<file path="src/eeprom_host_regs.svh">
`ifndef EEPROM_HOST_REGS_SVH
`define EEPROM_HOST_REGS_SVH
`define CLK_NS 100
`define ADDR_W 15
`define DATA_W 8
`define PAGE_BYTES 64
`define READ_CYCLE_NS 300
`define READ_CYC ((`READ_CYCLE_NS + `CLK_NS - 1) / `CLK_NS)
`define STROBE_NS 100
`define STROBE_CYC ((`STROBE_NS + `CLK_NS - 1) / `CLK_NS)
`define RECOVER_NS 100
`define RECOVER_CYC ((`RECOVER_NS + `CLK_NS - 1) / `CLK_NS)
`define PROTECT_RECOVERY_US 1
`define PROTECT_RECOVERY_CYC ((`PROTECT_RECOVERY_US * 1000 + `CLK_NS - 1) / `CLK_NS)
`define BYTE_LOAD_MIN_US 1
`define BYTE_LOAD_MIN_CYC ((`BYTE_LOAD_MIN_US * 1000 + `CLK_NS - 1) / `CLK_NS)
`define BYTE_LOAD_MAX_US 100
`define BYTE_LOAD_MAX_CYC ((`BYTE_LOAD_MAX_US * 1000) / `CLK_NS)
`define PROGRAM_TIME_MS 10
`define PROGRAM_TIME_CYC ((`PROGRAM_TIME_MS * 1000000 + `CLK_NS - 1) / `CLK_NS)
`define POWERUP_READ_US 100
`define POWERUP_READ_CYC ((`POWERUP_READ_US * 1000 + `CLK_NS - 1) / `CLK_NS)
`define POWERUP_WRITE_MS 5
`define POWERUP_WRITE_CYC ((`POWERUP_WRITE_MS * 1000000 + `CLK_NS - 1) / `CLK_NS)
`define TIMER_W 17
`endif

</file>
<file path="src/eeprom_host_pkg.sv">
package eeprom_host_pkg;
  typedef enum logic [6:0] {
    ST_IDLE = 7'h01,
    ST_READ = 7'h02,
    ST_WSET = 7'h04,
    ST_WSTROBE = 7'h08,
    ST_WREC = 7'h10,
    ST_PAGEWAIT = 7'h20,
    ST_PROGWAIT = 7'h40
  } state_t;
endpackage : eeprom_host_pkg

</file>
<file path="src/wait_timer.sv">
`timescale 1ns/1ps
`include "eeprom_host_regs.svh"
// Down counter; load wins over count, done is level while zero
module wait_timer (
  input wire logic sys_clk,
  input wire logic rst,
  input wire logic clkEn,
  input wire logic load,
  input wire logic [`TIMER_W-1:0] loadVal,
  output logic done
);
  logic [`TIMER_W-1:0] count_ff;
  always_ff @(posedge sys_clk or posedge rst) begin
    if (rst) begin
      count_ff <= 17'h00000;
    end else if (clkEn) begin
      if (load) begin
        count_ff <= loadVal;
      end else if (count_ff != 17'h00000) begin
        count_ff <= count_ff - 17'h00001;
      end
    end
  end
  assign done = (count_ff == 17'h00000);
endmodule : wait_timer

</file>
<file path="src/eeprom_host.sv">
`timescale 1ns/1ps
`include "eeprom_host_regs.svh"
// Host controller for a byte-wide self-timed EEPROM
module eeprom_host #(
  parameter int unsigned PROGRAM_CYC = `PROGRAM_TIME_CYC,
  parameter int unsigned PWR_WRITE_CYC = `POWERUP_WRITE_CYC,
  parameter int unsigned PWR_READ_CYC = `POWERUP_READ_CYC
) (
  input wire logic sys_clk,
  input wire logic rst,
  input wire logic clkEn,
  input wire logic reqValid,
  output logic reqReady,
  input wire logic reqWrite,
  input wire logic reqLast,
  input wire logic reqProtect,
  input wire logic [`ADDR_W-1:0] reqAddr,
  input wire logic [`DATA_W-1:0] reqData,
  output logic rspValid,
  output logic [`DATA_W-1:0] rspData,
  output logic busy,
  output logic [`ADDR_W-1:0] memAddr,
  output logic chipSel_n,
  output logic outDrive_n,
  output logic store_n,
  input wire logic [`DATA_W-1:0] dataIn,
  output logic [`DATA_W-1:0] dataOut,
  output logic dataOe
);
  eeprom_host_pkg::state_t state_ff;
  logic [`TIMER_W-1:0] cnt_ff;
  logic [`TIMER_W-1:0] pwrCnt_ff;
  logic readOk_ff;
  logic writeOk_ff;
  logic protectTail_ff;
  logic progLoad;
  logic progDone;
  logic [`TIMER_W-1:0] progVal;
  logic [`TIMER_W-1:0] pageCnt_ff;
  logic reqLast_ff;
  logic accept;

  // Power-up gates: reads after 100 us, writes after 5 ms
  always_ff @(posedge sys_clk or posedge rst) begin
    if (rst) begin
      pwrCnt_ff <= 17'h00000;
      readOk_ff <= 1'b0;
      writeOk_ff <= 1'b0;
    end else if (clkEn) begin
      if (!writeOk_ff) begin
        pwrCnt_ff <= pwrCnt_ff + 17'h00001;
      end
      if (pwrCnt_ff >= PWR_READ_CYC[`TIMER_W-1:0]) begin
        readOk_ff <= 1'b1;
      end
      if (pwrCnt_ff >= PWR_WRITE_CYC[`TIMER_W-1:0]) begin
        writeOk_ff <= 1'b1;
      end
    end
  end

  assign progVal = PROGRAM_CYC[`TIMER_W-1:0];
  assign progLoad = clkEn && (state_ff == eeprom_host_pkg::ST_PAGEWAIT)
                    && (pageCnt_ff == 17'h00000);

  // Full program time after the last page load, no polling used
  wait_timer u_prog (
    .sys_clk(sys_clk),
    .rst(rst),
    .clkEn(clkEn),
    .load(progLoad),
    .loadVal(progVal),
    .done(progDone)
  );

  // Taken in idle once its power-up gate opened, or as the next byte of an open page
  assign reqReady = ((state_ff == eeprom_host_pkg::ST_IDLE)
                     && (reqWrite ? writeOk_ff : readOk_ff))
                    || ((state_ff == eeprom_host_pkg::ST_PAGEWAIT) && reqWrite && writeOk_ff
                        && (pageCnt_ff != 17'h00000));
  assign busy = (state_ff != eeprom_host_pkg::ST_IDLE);

  // Sequencer: read cycle, write strobe, byte-load window, program wait
  always_ff @(posedge sys_clk or posedge rst) begin
    if (rst) begin
      state_ff <= eeprom_host_pkg::ST_IDLE;
      cnt_ff <= 17'h00000;
      pageCnt_ff <= 17'h00000;
      protectTail_ff <= 1'b0;
    end else if (clkEn) begin
      case (state_ff)
        eeprom_host_pkg::ST_IDLE: begin
          if (reqValid && reqReady) begin
            state_ff <= reqWrite ? eeprom_host_pkg::ST_WSET : eeprom_host_pkg::ST_READ;
            cnt_ff <= reqWrite ? 17'h00001 : 17'(`READ_CYC);
            protectTail_ff <= reqWrite && reqProtect;
          end
        end
        eeprom_host_pkg::ST_READ: begin
          if (cnt_ff == 17'h00001) begin
            state_ff <= eeprom_host_pkg::ST_IDLE;
          end
          cnt_ff <= cnt_ff - 17'h00001;
        end
        eeprom_host_pkg::ST_WSET: begin
          // One cycle of address and data setup with output drive high
          state_ff <= eeprom_host_pkg::ST_WSTROBE;
          cnt_ff <= 17'(`STROBE_CYC);
        end
        eeprom_host_pkg::ST_WSTROBE: begin
          if (cnt_ff == 17'h00001) begin
            state_ff <= eeprom_host_pkg::ST_WREC;
            cnt_ff <= protectTail_ff ? 17'(`PROTECT_RECOVERY_CYC) : 17'(`BYTE_LOAD_MIN_CYC);
          end else begin
            cnt_ff <= cnt_ff - 17'h00001;
          end
        end
        eeprom_host_pkg::ST_WREC: begin
          // Store held high a byte-load minimum, also after each protect byte
          if (cnt_ff == 17'h00001) begin
            state_ff <= eeprom_host_pkg::ST_PAGEWAIT;
            // Window shrinks by the recovery so load-to-load spacing stays under the maximum
            if (reqLast_ff) begin
              pageCnt_ff <= 17'h00000;
            end else if (protectTail_ff) begin
              pageCnt_ff <= 17'(`BYTE_LOAD_MAX_CYC - `PROTECT_RECOVERY_CYC - 2);
            end else begin
              pageCnt_ff <= 17'(`BYTE_LOAD_MAX_CYC - `BYTE_LOAD_MIN_CYC - 2);
            end
          end else begin
            cnt_ff <= cnt_ff - 17'h00001;
          end
        end
        eeprom_host_pkg::ST_PAGEWAIT: begin
          // Next byte must come before the load window closes
          if (pageCnt_ff == 17'h00000) begin
            state_ff <= eeprom_host_pkg::ST_PROGWAIT;
          end else if (reqValid && reqWrite && writeOk_ff) begin
            state_ff <= eeprom_host_pkg::ST_WSET;
            protectTail_ff <= reqProtect;
          end else begin
            pageCnt_ff <= pageCnt_ff - 17'h00001;
          end
        end
        eeprom_host_pkg::ST_PROGWAIT: begin
          if (progDone && !progLoad) begin
            state_ff <= eeprom_host_pkg::ST_IDLE;
          end
        end
        default: begin
          state_ff <= eeprom_host_pkg::ST_IDLE;
        end
      endcase
    end
  end

  // Page-final flag captured when each byte is taken
  always_ff @(posedge sys_clk or posedge rst) begin
    if (rst) begin
      reqLast_ff <= 1'b0;
    end else if (clkEn) begin
      if (accept) begin
        reqLast_ff <= reqLast;
      end
    end
  end

  // Taken only when the handshake completes, so the requester always sees it
  assign accept = clkEn && reqValid && reqReady;

  // Address and write data are latched on acceptance
  always_ff @(posedge sys_clk or posedge rst) begin
    if (rst) begin
      memAddr <= 15'h0000;
      dataOut <= 8'h00;
    end else if (accept) begin
      memAddr <= reqAddr;
      dataOut <= reqData;
    end
  end

  // Pin strobes from state; select high outside cycles keeps standby
  // Drive never pulses without select, so no shared-bus fetch is made between loads
  always_ff @(posedge sys_clk or posedge rst) begin
    if (rst) begin
      chipSel_n <= 1'b1;
      outDrive_n <= 1'b1;
      store_n <= 1'b1;
      dataOe <= 1'b0;
    end else if (clkEn) begin
      chipSel_n <= 1'b1;
      outDrive_n <= 1'b1;
      store_n <= 1'b1;
      dataOe <= 1'b0;
      if (accept && !reqWrite) begin
        chipSel_n <= 1'b0;
        outDrive_n <= 1'b0;
      end else if ((state_ff == eeprom_host_pkg::ST_READ) && (cnt_ff != 17'h00001)) begin
        chipSel_n <= 1'b0;
        outDrive_n <= 1'b0;
      end else if (state_ff == eeprom_host_pkg::ST_WSET) begin
        chipSel_n <= 1'b0;
        store_n <= 1'b0;
        dataOe <= 1'b1;
      end else if ((state_ff == eeprom_host_pkg::ST_WSTROBE) && (cnt_ff != 17'h00001)) begin
        chipSel_n <= 1'b0;
        store_n <= 1'b0;
        dataOe <= 1'b1;
      end
    end
  end

  // Read data sampled on the last driven cycle, after device access time
  always_ff @(posedge sys_clk or posedge rst) begin
    if (rst) begin
      rspValid <= 1'b0;
      rspData <= 8'h00;
    end else if (clkEn) begin
      rspValid <= (state_ff == eeprom_host_pkg::ST_READ) && (cnt_ff == 17'h00001);
      if ((state_ff == eeprom_host_pkg::ST_READ) && (cnt_ff == 17'h00001)) begin
        rspData <= dataIn;
      end
    end
  end
endmodule : eeprom_host

</file>
<file path="config.mk">
export PLATFORM = sky130hd
export DESIGN_NAME = eeprom_host
export DESIGN_NICKNAME = d
export VERILOG_FILES = /design/src/eeprom_host_pkg.sv /design/src/wait_timer.sv /design/src/eeprom_host.sv
export VERILOG_INCLUDE_DIRS = /design/src
export SDC_FILE = /design/constraint.sdc
export NUM_CORES = 1
export LEC_CHECK = 0
export ABC_AREA = 1
export BUFFER_PORTS_ARGS = -buffer_cell sky130_fd_sc_hd__buf_4
export CAP_MARGIN = 20
export CORE_MARGIN = 1
export CORE_UTILIZATION = 59
export CTS_CLUSTER_DIAMETER = 120
export DETAILED_ROUTE_END_ITERATION = 7
export PLACE_DENSITY = 0.8
export SLEW_MARGIN = 20
export SYNTH_ARGS = -nofsm -noshare
export SYNTH_HDL_FRONTEND = slang
export SYNTH_SLANG_ARGS = --single-unit
</file>
<file path="constraint.sdc">
create_clock -name sys_clk -period 5.3 [get_ports sys_clk]
set_input_delay 1.06 -clock sys_clk [delete_from_list [all_inputs] [get_ports sys_clk]]
set_output_delay 1.06 -clock sys_clk [all_outputs]
set_load 0.05 [all_outputs]
</file>
* Yosys cells after proc, flatten, opt, wreduce, memory -nomap -nowiden
Cells that the tools add are included.
** Cells by class
- Add/sub/neg operators :: 4
- Order comparisons :: 2
- Eq/ne operators :: 19
- Muxes and demuxes :: 34
- Bitwise operators :: 1
- Reductions and logical operators :: 35
** Operators by type and width (number)
- 2-to-1 mux 17 bit :: 8
- case mux 17 bit (5 select lines) :: 1
- subtractor 17 x 1 -> 17 bit, second input constant :: 3
- 2-to-1 mux 7 bit :: 7
- case mux 7 bit (7 select lines) :: 1
- logical NOT 17 bit :: 2
- case mux 17 bit (2 select lines) :: 1
- nonzero test 17 bit :: 2
- adder 17 x 1 -> 17 bit, second input constant :: 1
- == test 17 x 1 -> 1 bit, second input constant :: 1
- >= comparator 17 x 10 -> 1 bit, second input constant :: 1
- >= comparator 17 x 16 -> 1 bit, second input constant :: 1
- != test 17 x 1 -> 1 bit, second input constant :: 1
- logical AND 1 bit :: 16
- 2-to-1 mux 1 bit :: 13
- AND reduction 2 bit :: 6
- 2-to-1 mux 10 bit :: 1
- != test 2 bit, second input constant :: 5
- == test 7 x 1 -> 1 bit, second input constant :: 1
- == test 7 x 2 -> 1 bit, second input constant :: 1
- == test 7 x 3 -> 1 bit, second input constant :: 1
- == test 7 x 4 -> 1 bit, second input constant :: 1
- == test 7 x 5 -> 1 bit, second input constant :: 1
- == test 7 x 6 -> 1 bit, second input constant :: 1
- 14 further kinds :: 18
** Word-level totals
- Register bits :: 114
- Logic and storage cells :: 111

* Depth between registers and ports, before layout
Gate-level depths: netlist of the first run.
- Depth after elaboration :: 8
- Mapped depth :: 13

* By module
A second synthesis of the first run with hierarchy kept.
** Unflattened totals
- Cells, all modules :: 945
- Area total of the unflattened synthesis :: 6894.1 sq um
** By module, submodules not included
- eeprom_host :: instances 1, cells each 734, area an instance 5585.4 sq um
- wait_timer :: instances 1, cells each 211, area an instance 1308.8 sq um

* Worst setup path before layout of the first run
OpenSTA, ideal clock, no wires.
- Kind :: in2out
- From :: input reqWrite
- To :: output reqReady
- Arrival time :: 1.779 ns
- Required time :: 4.240 ns
- Path slack :: 2.461 ns
- Stages on the path :: 5
- Cells stage by stage :: nor2_1 > nand3_1 > nand2_1 > nand2_1 > inv_1
** On the way
- Word-level cells in the longest chain between the ends :: 4
- Elaborated cells between the ends (all ways) :: 6
** RTL lines
- start: declaration :: RTL line eeprom_host.sv:14 : input wire logic reqWrite,
- logical AND 1 bit (2 in series) :: RTL line eeprom_host.sv:79 : || ((state_ff == eeprom_host_pkg::ST_PAGEWAIT) && reqWrite && writeOk_ff
- logical AND 1 bit :: RTL line eeprom_host.sv:80 : && (pageCnt_ff != 17'h00000));
- logical OR 1 bit * :: RTL line eeprom_host.sv:79
- end: declaration :: RTL line eeprom_host.sv:13 : output logic reqReady,
Mark *: on every way between the ends. The rest lies on a longest branch, timed or not.

* Final worst setup path of the first run
- From :: register pageCnt_ff[0]
- To :: output reqReady
** On the way
- Word-level cells in the longest chain between the ends :: 3
** RTL lines
- start: declaration :: RTL line eeprom_host.sv:39 : logic [`TIMER_W-1:0] pageCnt_ff;
- start signal: assignment :: RTL line eeprom_host.sv:126 : pageCnt_ff <= 17'(`BYTE_LOAD_MAX_CYC - `PROTECT_RECOVERY_CYC - 2);
- start signal: assignment :: RTL line eeprom_host.sv:128 : pageCnt_ff <= 17'(`BYTE_LOAD_MAX_CYC - `BYTE_LOAD_MIN_CYC - 2);
- start signal: assignment :: RTL line eeprom_host.sv:142 : pageCnt_ff <= pageCnt_ff - 17'h00001;
- nonzero test 17 bit :: RTL line eeprom_host.sv:80
- logical AND 1 bit :: RTL line eeprom_host.sv:80
- logical OR 1 bit :: RTL line eeprom_host.sv:79
No other way between the ends.

==> results of run 1 <==
==> path summary, 6_finish.rpt <==
path / start / endpoint / slack [ns] / cells after the start
worst max-delay path: pageCnt_ff[0]$_DFFE_PP0P_ / reqReady / 2.09 / 10
worst min-delay path: readOk_ff$_DFFE_PP0P_ / readOk_ff$_DFFE_PP0P_ / 0.46 / 2
worst max register to register: cnt_ff[10]$_DFFE_PP0P_ / pageCnt_ff[1]$_DFFE_PP0P_ / 2.80 / 8
worst min register to register: readOk_ff$_DFFE_PP0P_ / readOk_ff$_DFFE_PP0P_ / 0.46 / 2
max in group asynchronous: rst / store_n$_DFFE_PP1P_ / 3.70 / 3
min in group asynchronous: rst / pwrCnt_ff[3]$_DFFE_PP0P_ / 0.66 / 2
==> through the flow <==
stage	hold slack, ns	instances	setup WS [ns]	total power [mW]
after floorplan	0.421	893	1.23	3.25
after global routing	0.493	1120	1.89	5.34
after CTS	0.455	1120	2.06	4.98
after detailed placement	0.441	1088	2.31	3.80
after global placement	0.435	1088	2.36	3.74
final	0.457	1120	2.09	4.97
==> synthesized netlist by cell type (4+ instances only) <==
| cell type | number | area [µm²] |
|---|---|---|
| ha_1 | 8 | 100 |
| xor2_1 | 34 | 298 |
| o21ai_1 | 4 | 20.0 |
| dfstp_2 | 4 | 105 |
| buf_6 | 5 | 56.3 |
| nand2_1 | 297 | 1110 |
| dfrtp_1 | 110 | 2750 |
| buf_4 | 7 | 52.6 |
| nand2_2 | 7 | 43.8 |
| o21ai_0 | 57 | 285 |
| nor2_2 | 8 | 50.1 |
| nor2_1 | 105 | 394 |
| inv_2 | 5 | 18.8 |
| xnor2_1 | 7 | 61.3 |
| nand3_1 | 85 | 425 |
| inv_1 | 93 | 349 |
| buf_2 | 7 | 35.0 |
| nor3_1 | 12 | 60.1 |
| a21oi_1 | 13 | 65.1 |
==> cell families (layout without fill, tap and decap cells) <==
logic type / Yosys count / in the layout
buffers and inverters: 118 / 205
AND/OR/NAND/NOR: 534 / 534
XOR/XNOR: 41 / 41
AO/OA/AOI/OAI: 78 / 78
flip-flops: 114 / 114
adder cells (fa/ha/maj): 8 / 8
==> tightest hold or removal path, stage by stage (launching register included) <==
cell     delay [ns]
dfrtp_1        0.32
inv_1          0.05
nand2_1        0.06
==> state kept, by name, summed over array words and instances, names as in the netlist, 7 cells and up <==
| signal | count |
|---|---|
| pageCnt_ff | 17 |
| cnt_ff | 17 |
| pwrCnt_ff | 17 |
| memAddr | 15 |
| state_ff | 7 |
| dataOut | 8 |
| u_prog.count_ff | 17 |
| rspData | 8 |
==> power breakdown <==
part | internal (mW) | switching (mW) | total (mW)
clock | 0.721 | 0.428 | 1.15
combinational | 0.718 | 1.71 | 2.42
sequential | 1.17 | 0.229 | 1.40
==> cell type report <==
cell class | instances | area (µm²) | share of cell area
timing repair buffer | 75 | 563 | 0.0726
clock inverter | 15 | 181 | 0.0234
clock buffer | 17 | 414 | 0.0534
sequential | 114 | 2860 | 0.369
inverter | 98 | 373 | 0.0481
tap | 140 | 175 | 0.0226
multi-input combinational | 661 | 3190 | 0.411
==> metal layers <==
layer,vias to the layer above,routed length [µm],part of all wire,GRT usage
met3,24,717,0.050,0.0666
met2,142,7000,0.49,0.448
met4,0,239,0.017,0.0939
met5,-,0,0,0
met1,2699,6440,0.45,0.347
li1,2954,-,-,-
==> run_results.csv, run 1 <==
group,metric,value,unit
critical_path,start_kind,"register",
sta,finalHoldViolCount,0,
flow_run,max_cap_viol_count,0,
floorplanning,die_h,107,µm
clocking,ctsResizeCount,0,
synthesis,ys_seq_area_frac,0.436,
clocking,clock_latency,0.53,ns
run_status,status,"finished clean",
detailed_routing,drtPass1Iterations,5,
synthesis,ys_ff_latch,114,
clocking,cts_buffers,17,
final_layout,antenna-diode-count,0,
final_layout,area_growth,18.2,%
final_layout,fin_area,7750,µm²
clocking,cts_tree,"built",
floorplanning,initial_core_util,0.605,
floorplanning,io_pins,76,
synthesis,synth_nets,939,
pwr,power.leakage,4.21,nW
synthesis,yosys_warnings,0,
synthesis,yosysUniqueCellTypes,35,
synthesis,synth_xor_area_frac,0.0547,
sta,max_freq,312,MHz
global_routing,grt_pass1_vias,5424,
synthesis,synthSimpleGateAreaFrac,0.351,
clocking,clock_path_buffers,2,
synthesis,synth.avg_cell_area,7.35,µm²
critical_path,crit_family,"simple AND/OR/NAND/NOR gates",
sta,layout_worst_path_cycle_share,0.606,
sta,finalSetupTns,0,ns
detailed_routing,drc,0,
pwr,irDropWorstVdd,0.524,mV
critical_path,cp-end-kind,"output port",
global_routing,grt_use_total,0.271,
synthesis,syn_area,6560,µm²
clocking,clock_sinks,114,
clocking,hold_buffers,0,
clocking,clk_pin_slew,0.06,ns
critical_path,slowest_stage,"dfrtp_1",
placement,hpwl,9770,µm
critical_path,crit_required,4.24,ns
sta,slew_headroom,0.515,
synthesis,synth_compound_gate_area_share,0.0648,
detailed_routing,drt-total-wl,14400,µm
pwr,power_density,641,nW/µm²
critical_path,cp_slowest_stage_delay,0.36,ns
placement,routabilityCongestion,0.842,
synthesis,synth_edf_count,0,
final_layout,fill_cells,887,
sta,slew_violations,0,
critical_path,path_buf_inv,3,
detailed_routing,vias,5819,
sta,finClkSkew,0.00908,ns
critical_path,criticalPathCategory,"reg -> out",
clocking,post_cts_buffers,0,
final_layout,final_common_cell,"nand2_1",
final_layout,final_cell_mix,"nand2_1 (297), dfrtp_1 (110), nor2_1 (105)",
global_routing,grt_pass1_wl,24600,µm
floorplanning,dieArea,11500,µm²
floorplanning,placement_rows,38,
synthesis,synthFlopType,"dfrtp_1",
global_routing,grt_max_degree,84,
detailed_routing,drtAntennaViolNets,0,
synthesis,synth_fa_ha_area_frac,0.0153,
clocking,htreeDepth,4,
sta,worstMarginPinSlew,0.727,ns
final_layout,drive_gt1_frac,0.149,
floorplanning,die_x,107,µm
final_layout,final_util,0.715,
critical_path,crit_chain,"inv_1 > ha_1 > nand3_1 > nor2_2 > nand2_1 > nand2_1 > nand2_2 > nand2_1 > inv_1 > buf_4",
critical_path,crit_top_cell,"nand2_1",
floorplanning,core_area,10800,µm²
detailed_routing,wl_per_cell,12.9,µm
global_routing,grt_antenna_before_repair,0,
synthesis,synth_top_family_by_area,"simple AND/OR/NAND/NOR gates",
final_layout,layout.nets,1013,
placement,placed_cell_area,7150,µm²
clocking,clockRootBuffer,"clkbuf_8",
synthesis,syn_inst,893,
sta,fin_crit,3.21,ns
critical_path,crit_fanout,5,
global_routing,grt_overflow_total,0,
detailed_routing,viasPerCell,5.20,
placement,port_buffers,74,
critical_path,cp_data_arrival_time,2.15,ns
sta,setup_viol,0,
sta,rsz0062_at_grt,"false",
worst_hold_path,hold_class,"reg -> reg",
detailed_routing,dr.first_iter.drc_count,415,
synthesis,synth_mux_area_frac,0,
synthesis,synthArstFlopShare,1.00,
Note: power is estimated with default switching activity, not from simulation.
==> run 2: changes to the inputs <==
--- a/config.mk
+++ b/config.mk
@@ -6,11 +6,11 @@
 export SDC_FILE = /design/constraint.sdc
 export NUM_CORES = 1
 export LEC_CHECK = 0
-export ABC_AREA = 1
+export ABC_AREA = 0
 export BUFFER_PORTS_ARGS = -buffer_cell sky130_fd_sc_hd__buf_4
 export CAP_MARGIN = 20
 export CORE_MARGIN = 1
-export CORE_UTILIZATION = 59
+export CORE_UTILIZATION = 58
 export CTS_CLUSTER_DIAMETER = 120
 export DETAILED_ROUTE_END_ITERATION = 7
 export PLACE_DENSITY = 0.8
==> constraint.sdc (replaced) <==
create_clock -name sys_clk -period 3.3 [get_ports sys_clk]
set_input_delay 0.66 -clock sys_clk [delete_from_list [all_inputs] [get_ports sys_clk]]
set_output_delay 0.66 -clock sys_clk [all_outputs]
set_load 0.05 [all_outputs]
==> run_results.csv, run 2 <==
group,metric,value,unit
critical_path,cp_data_arrival_time,2.55,ns
synthesis,ys_ff_latch,114,
synthesis,yosys.cell_count.top_type,"dfrtp_1",
synthesis,synth.avg_cell_area,10.2,µm²
pwr,power_density,1040,nW/µm²
placement,placed_cell_area,6550,µm²
final_layout,fin_area,7190,µm²
global_routing,grt_use_total,0.287,
detailed_routing,viasPerCell,6.10,
sta,setup_viol,0,
clocking,cts_buffers,17,
final_layout,finalNonFillerCells,801,
sta,fin_crit,3.21,ns
synthesis,syn_area,5810,µm²
sta,finalSetupTns,0,ns
sta,worstMarginPinSlew,0.814,ns
pwr,p_switching,3.16,mW
critical_path,r2r-start,"pageCnt_ff[2]$_DFFE_PP0P_",
global_routing,grt_pass1_vias,4857,
detailed_routing,dr.first_iter.drc_count,242,
sta,finClkSkew,0.00876,ns
flow_run,max_cap_viol_count,0,
clocking,hold_buffers,0,
detailed_routing,drt-total-wl,14100,µm
synthesis,yosysUniqueCellTypes,67,
clocking,clock_sinks,114,
critical_path,r2r_setup_slack,0.53,ns
pwr,power.leakage,3.32,nW
placement,routabilityCongestion,0.889,
placement,dpl.cell_count,769,
synthesis,synth_area_leaders,"dfrtp_1 (47%), mux2_1 (5.6%), o21ai_0 (3.1%), nor2_1 (3.0%), nand2_1 (2.9%)",
clocking,post_cts_buffers,0,
final_layout,final_cell_mix,"dfrtp_1 (110), buf_4 (86), nor2_1 (47)",
synthesis,yosys_warnings,0,
run_status,status,"finished clean",
placement,port_buffers,74,
clocking,clock_path_buffers,2,
detailed_routing,drc,0,
floorplanning,dieArea,10400,µm²
final_layout,final_common_cell,"dfrtp_1",
critical_path,crit_start,"pageCnt_ff[2]$_DFFE_PP0P_",
detailed_routing,wl_per_cell,17.6,µm
sta,rsz0062_at_grt,"false",
global_routing,grt_overflow_total,0,
final_layout,layout.nets,701,
pwr,p_total,7.51,mW
critical_path,crit_chain,"nor4_2 > and4_1 > nor2_1 > a32o_1 > buf_4",
synthesis,synth_commonest_cells,"dfrtp_1 (110), nor2_1 (47), nand2_1 (45), o21ai_0 (36), mux2_1 (29)",
critical_path,crit_fanout,7,
pwr,irDropWorstVdd,0.677,mV
clocking,clock_latency,0.53,ns
critical_path,path_buf_inv,1,
synthesis,syn_inst,569,
critical_path,timing.rr.end,"memAddr[13]$_DFFE_PP0P_",
final_layout,antenna-diode-count,0,
synthesis,ys_seq_area_frac,0.491,
critical_path,crit_required,2.64,ns
sta,layout_worst_path_cycle_share,0.972,
floorplanning,core_area,9730,µm²
clocking,clockRootBuffer,"clkbuf_8",
pwr,pwr-share-clk,0.259,
critical_path,criticalPathCategory,"reg -> out",
synthesis,synth_top_area_share,0.473,
floorplanning,die_h,102,µm
sta,slew_violations,0,
final_layout,area_growth,23.6,%
pwr,netSwitchingFraction,0.421,
sta,slew_headroom,0.456,
critical_path,crit_family,"simple AND/OR/NAND/NOR gates",
synthesis,synthArstFlopShare,1.00,
detailed_routing,drtAntennaViolNets,0,
synthesis,synthFlopType,"dfrtp_1",
floorplanning,die_x,102,µm
floorplanning,placement_rows,36,
worst_hold_path,hold_class,"in -> async",
sta,max_freq,312,MHz
critical_path,cp-end-kind,"output port",
global_routing,grt_antenna_before_repair,0,
critical_path,worstRegToRegCells,6,
synthesis,yosys.area.top_type,"dfrtp_1",
critical_path,start_kind,"register",
critical_path,cp.depth,5,
critical_path,crit_end,"reqReady",
detailed_routing,vias,4887,
pwr,intPower,4.35,mW
pwr,p_seq_frac,0.313,
clocking,htreeDepth,4,
synthesis,synth_nets,615,
placement,hpwl,9430,µm
pwr,combPwrFrac,0.428,
clocking,cts_tree,"built",
floorplanning,io_pins,76,
floorplanning,initial_core_util,0.598,
critical_path,cp_slowest_stage_delay,0.63,ns
critical_path,slowest_stage,"nor4_2",
final_layout,final_util,0.739,
global_routing,grt_pass1_wl,22900,µm
global_routing,grt_max_degree,62,
detailed_routing,drtPass1Iterations,6,
clocking,clk_pin_slew,0.06,ns
final_layout,drive_gt1_frac,0.216,
sta,finalHoldViolCount,0,
synthesis,synth_edf_count,0,
## run 2: layer usage
layer	wire (µm)	vias to the layer above	GRT usage
li1	-	2262	-
met1	5640	2403	0.349
met2	7220	181	0.476
met3	820	41	0.0766
met4	398	0	0.138
met5	0	-	0
## run 2: worst min path at each step
stage / from / to / slack, ns / depth (start not counted)
3_5_place_dp: memAddr[13]$_DFFE_PP0P_ / memAddr[13]$_DFFE_PP0P_ / 0.48 / 1
2_1_floorplan: readOk_ff$_DFFE_PP0P_ / readOk_ff$_DFFE_PP0P_ / 0.45 / 1
3_3_place_gp: dataOut[1]$_DFFE_PP0P_ / dataOut[1]$_DFFE_PP0P_ / 0.47 / 1
4_1_cts: rst / rspData[2]$_DFFE_PP0P_ / 0.30 / 2
6_report: rst / rspData[2]$_DFFE_PP0P_ / 0.27 / 2
5_1_grt: dataIn[2] / rspData[2]$_DFFE_PP0P_ / 0.33 / 2
## run 2: power groups by stage
| stage | clock (mW) | sequential [mW] | combinational (mW) |
|---|---|---|---|
| detailed placement | 0 | 2.33 | 3.14 |
| global route | 2.02 | 2.41 | 3.49 |
| global placement | 0 | 2.30 | 3.07 |
| floorplan | 0 | 2.89 | 1.70 |
| CTS | 1.96 | 2.34 | 3.20 |
| finish | 1.94 | 2.35 | 3.21 |
## run 2: cell type report
cell class	count	area, µm²
Clock buffer	22	443
Clock inverter	10	181
Fill cell	727	2540
Inverter	23	90.1
Multi-Input combinational cell	412	2780
Sequential cell	114	2860
Tap cell	133	166
Timing Repair Buffer	87	666
## run 2: cells by family (layout without fill, tap and decap cells)
| family | after synthesis | count (layout) | share of synthesized area |
|---|---|---|---|
| adders and majority gates | 8 | 8 | 0.0172 |
| and+or+nand+nor | 218 | 218 | 0.206 |
| AOI/OAI and AO/OA | 121 | 121 | 0.141 |
| muxes | 36 | 36 | 0.0695 |
| buffers and inverters | 43 | 142 | 0.0314 |
| xor gates and xnor gates | 29 | 29 | 0.0437 |
| DFF | 114 | 114 | 0.491 |
## run 2: through the flow
| stage | hold WS, ns | setup WS [ns] |
|---|---|---|
| detailed placement | 0.477 | 0.318 |
| CTS | 0.303 | 0.0592 |
| floorplan | 0.446 | 0.533 |
| global placement | 0.469 | 0.430 |
| finish | 0.275 | 0.0918 |
| global route | 0.333 | 0.00136 |
## run 2: worst register-to-register path, cell delays in order, from the launching register on
cell	delay (ns)
dfrtp_1	0.44
nor4_2	0.63
and4_1	0.35
nor2_1	0.11
a32o_1	0.29
and3_2	0.43
mux2_1	0.41
## run 2: timing repair
item,CTS,global route
resized for setup,0,1
setup endpoints to repair,0,1
endpoints found under the hold margin,0,0
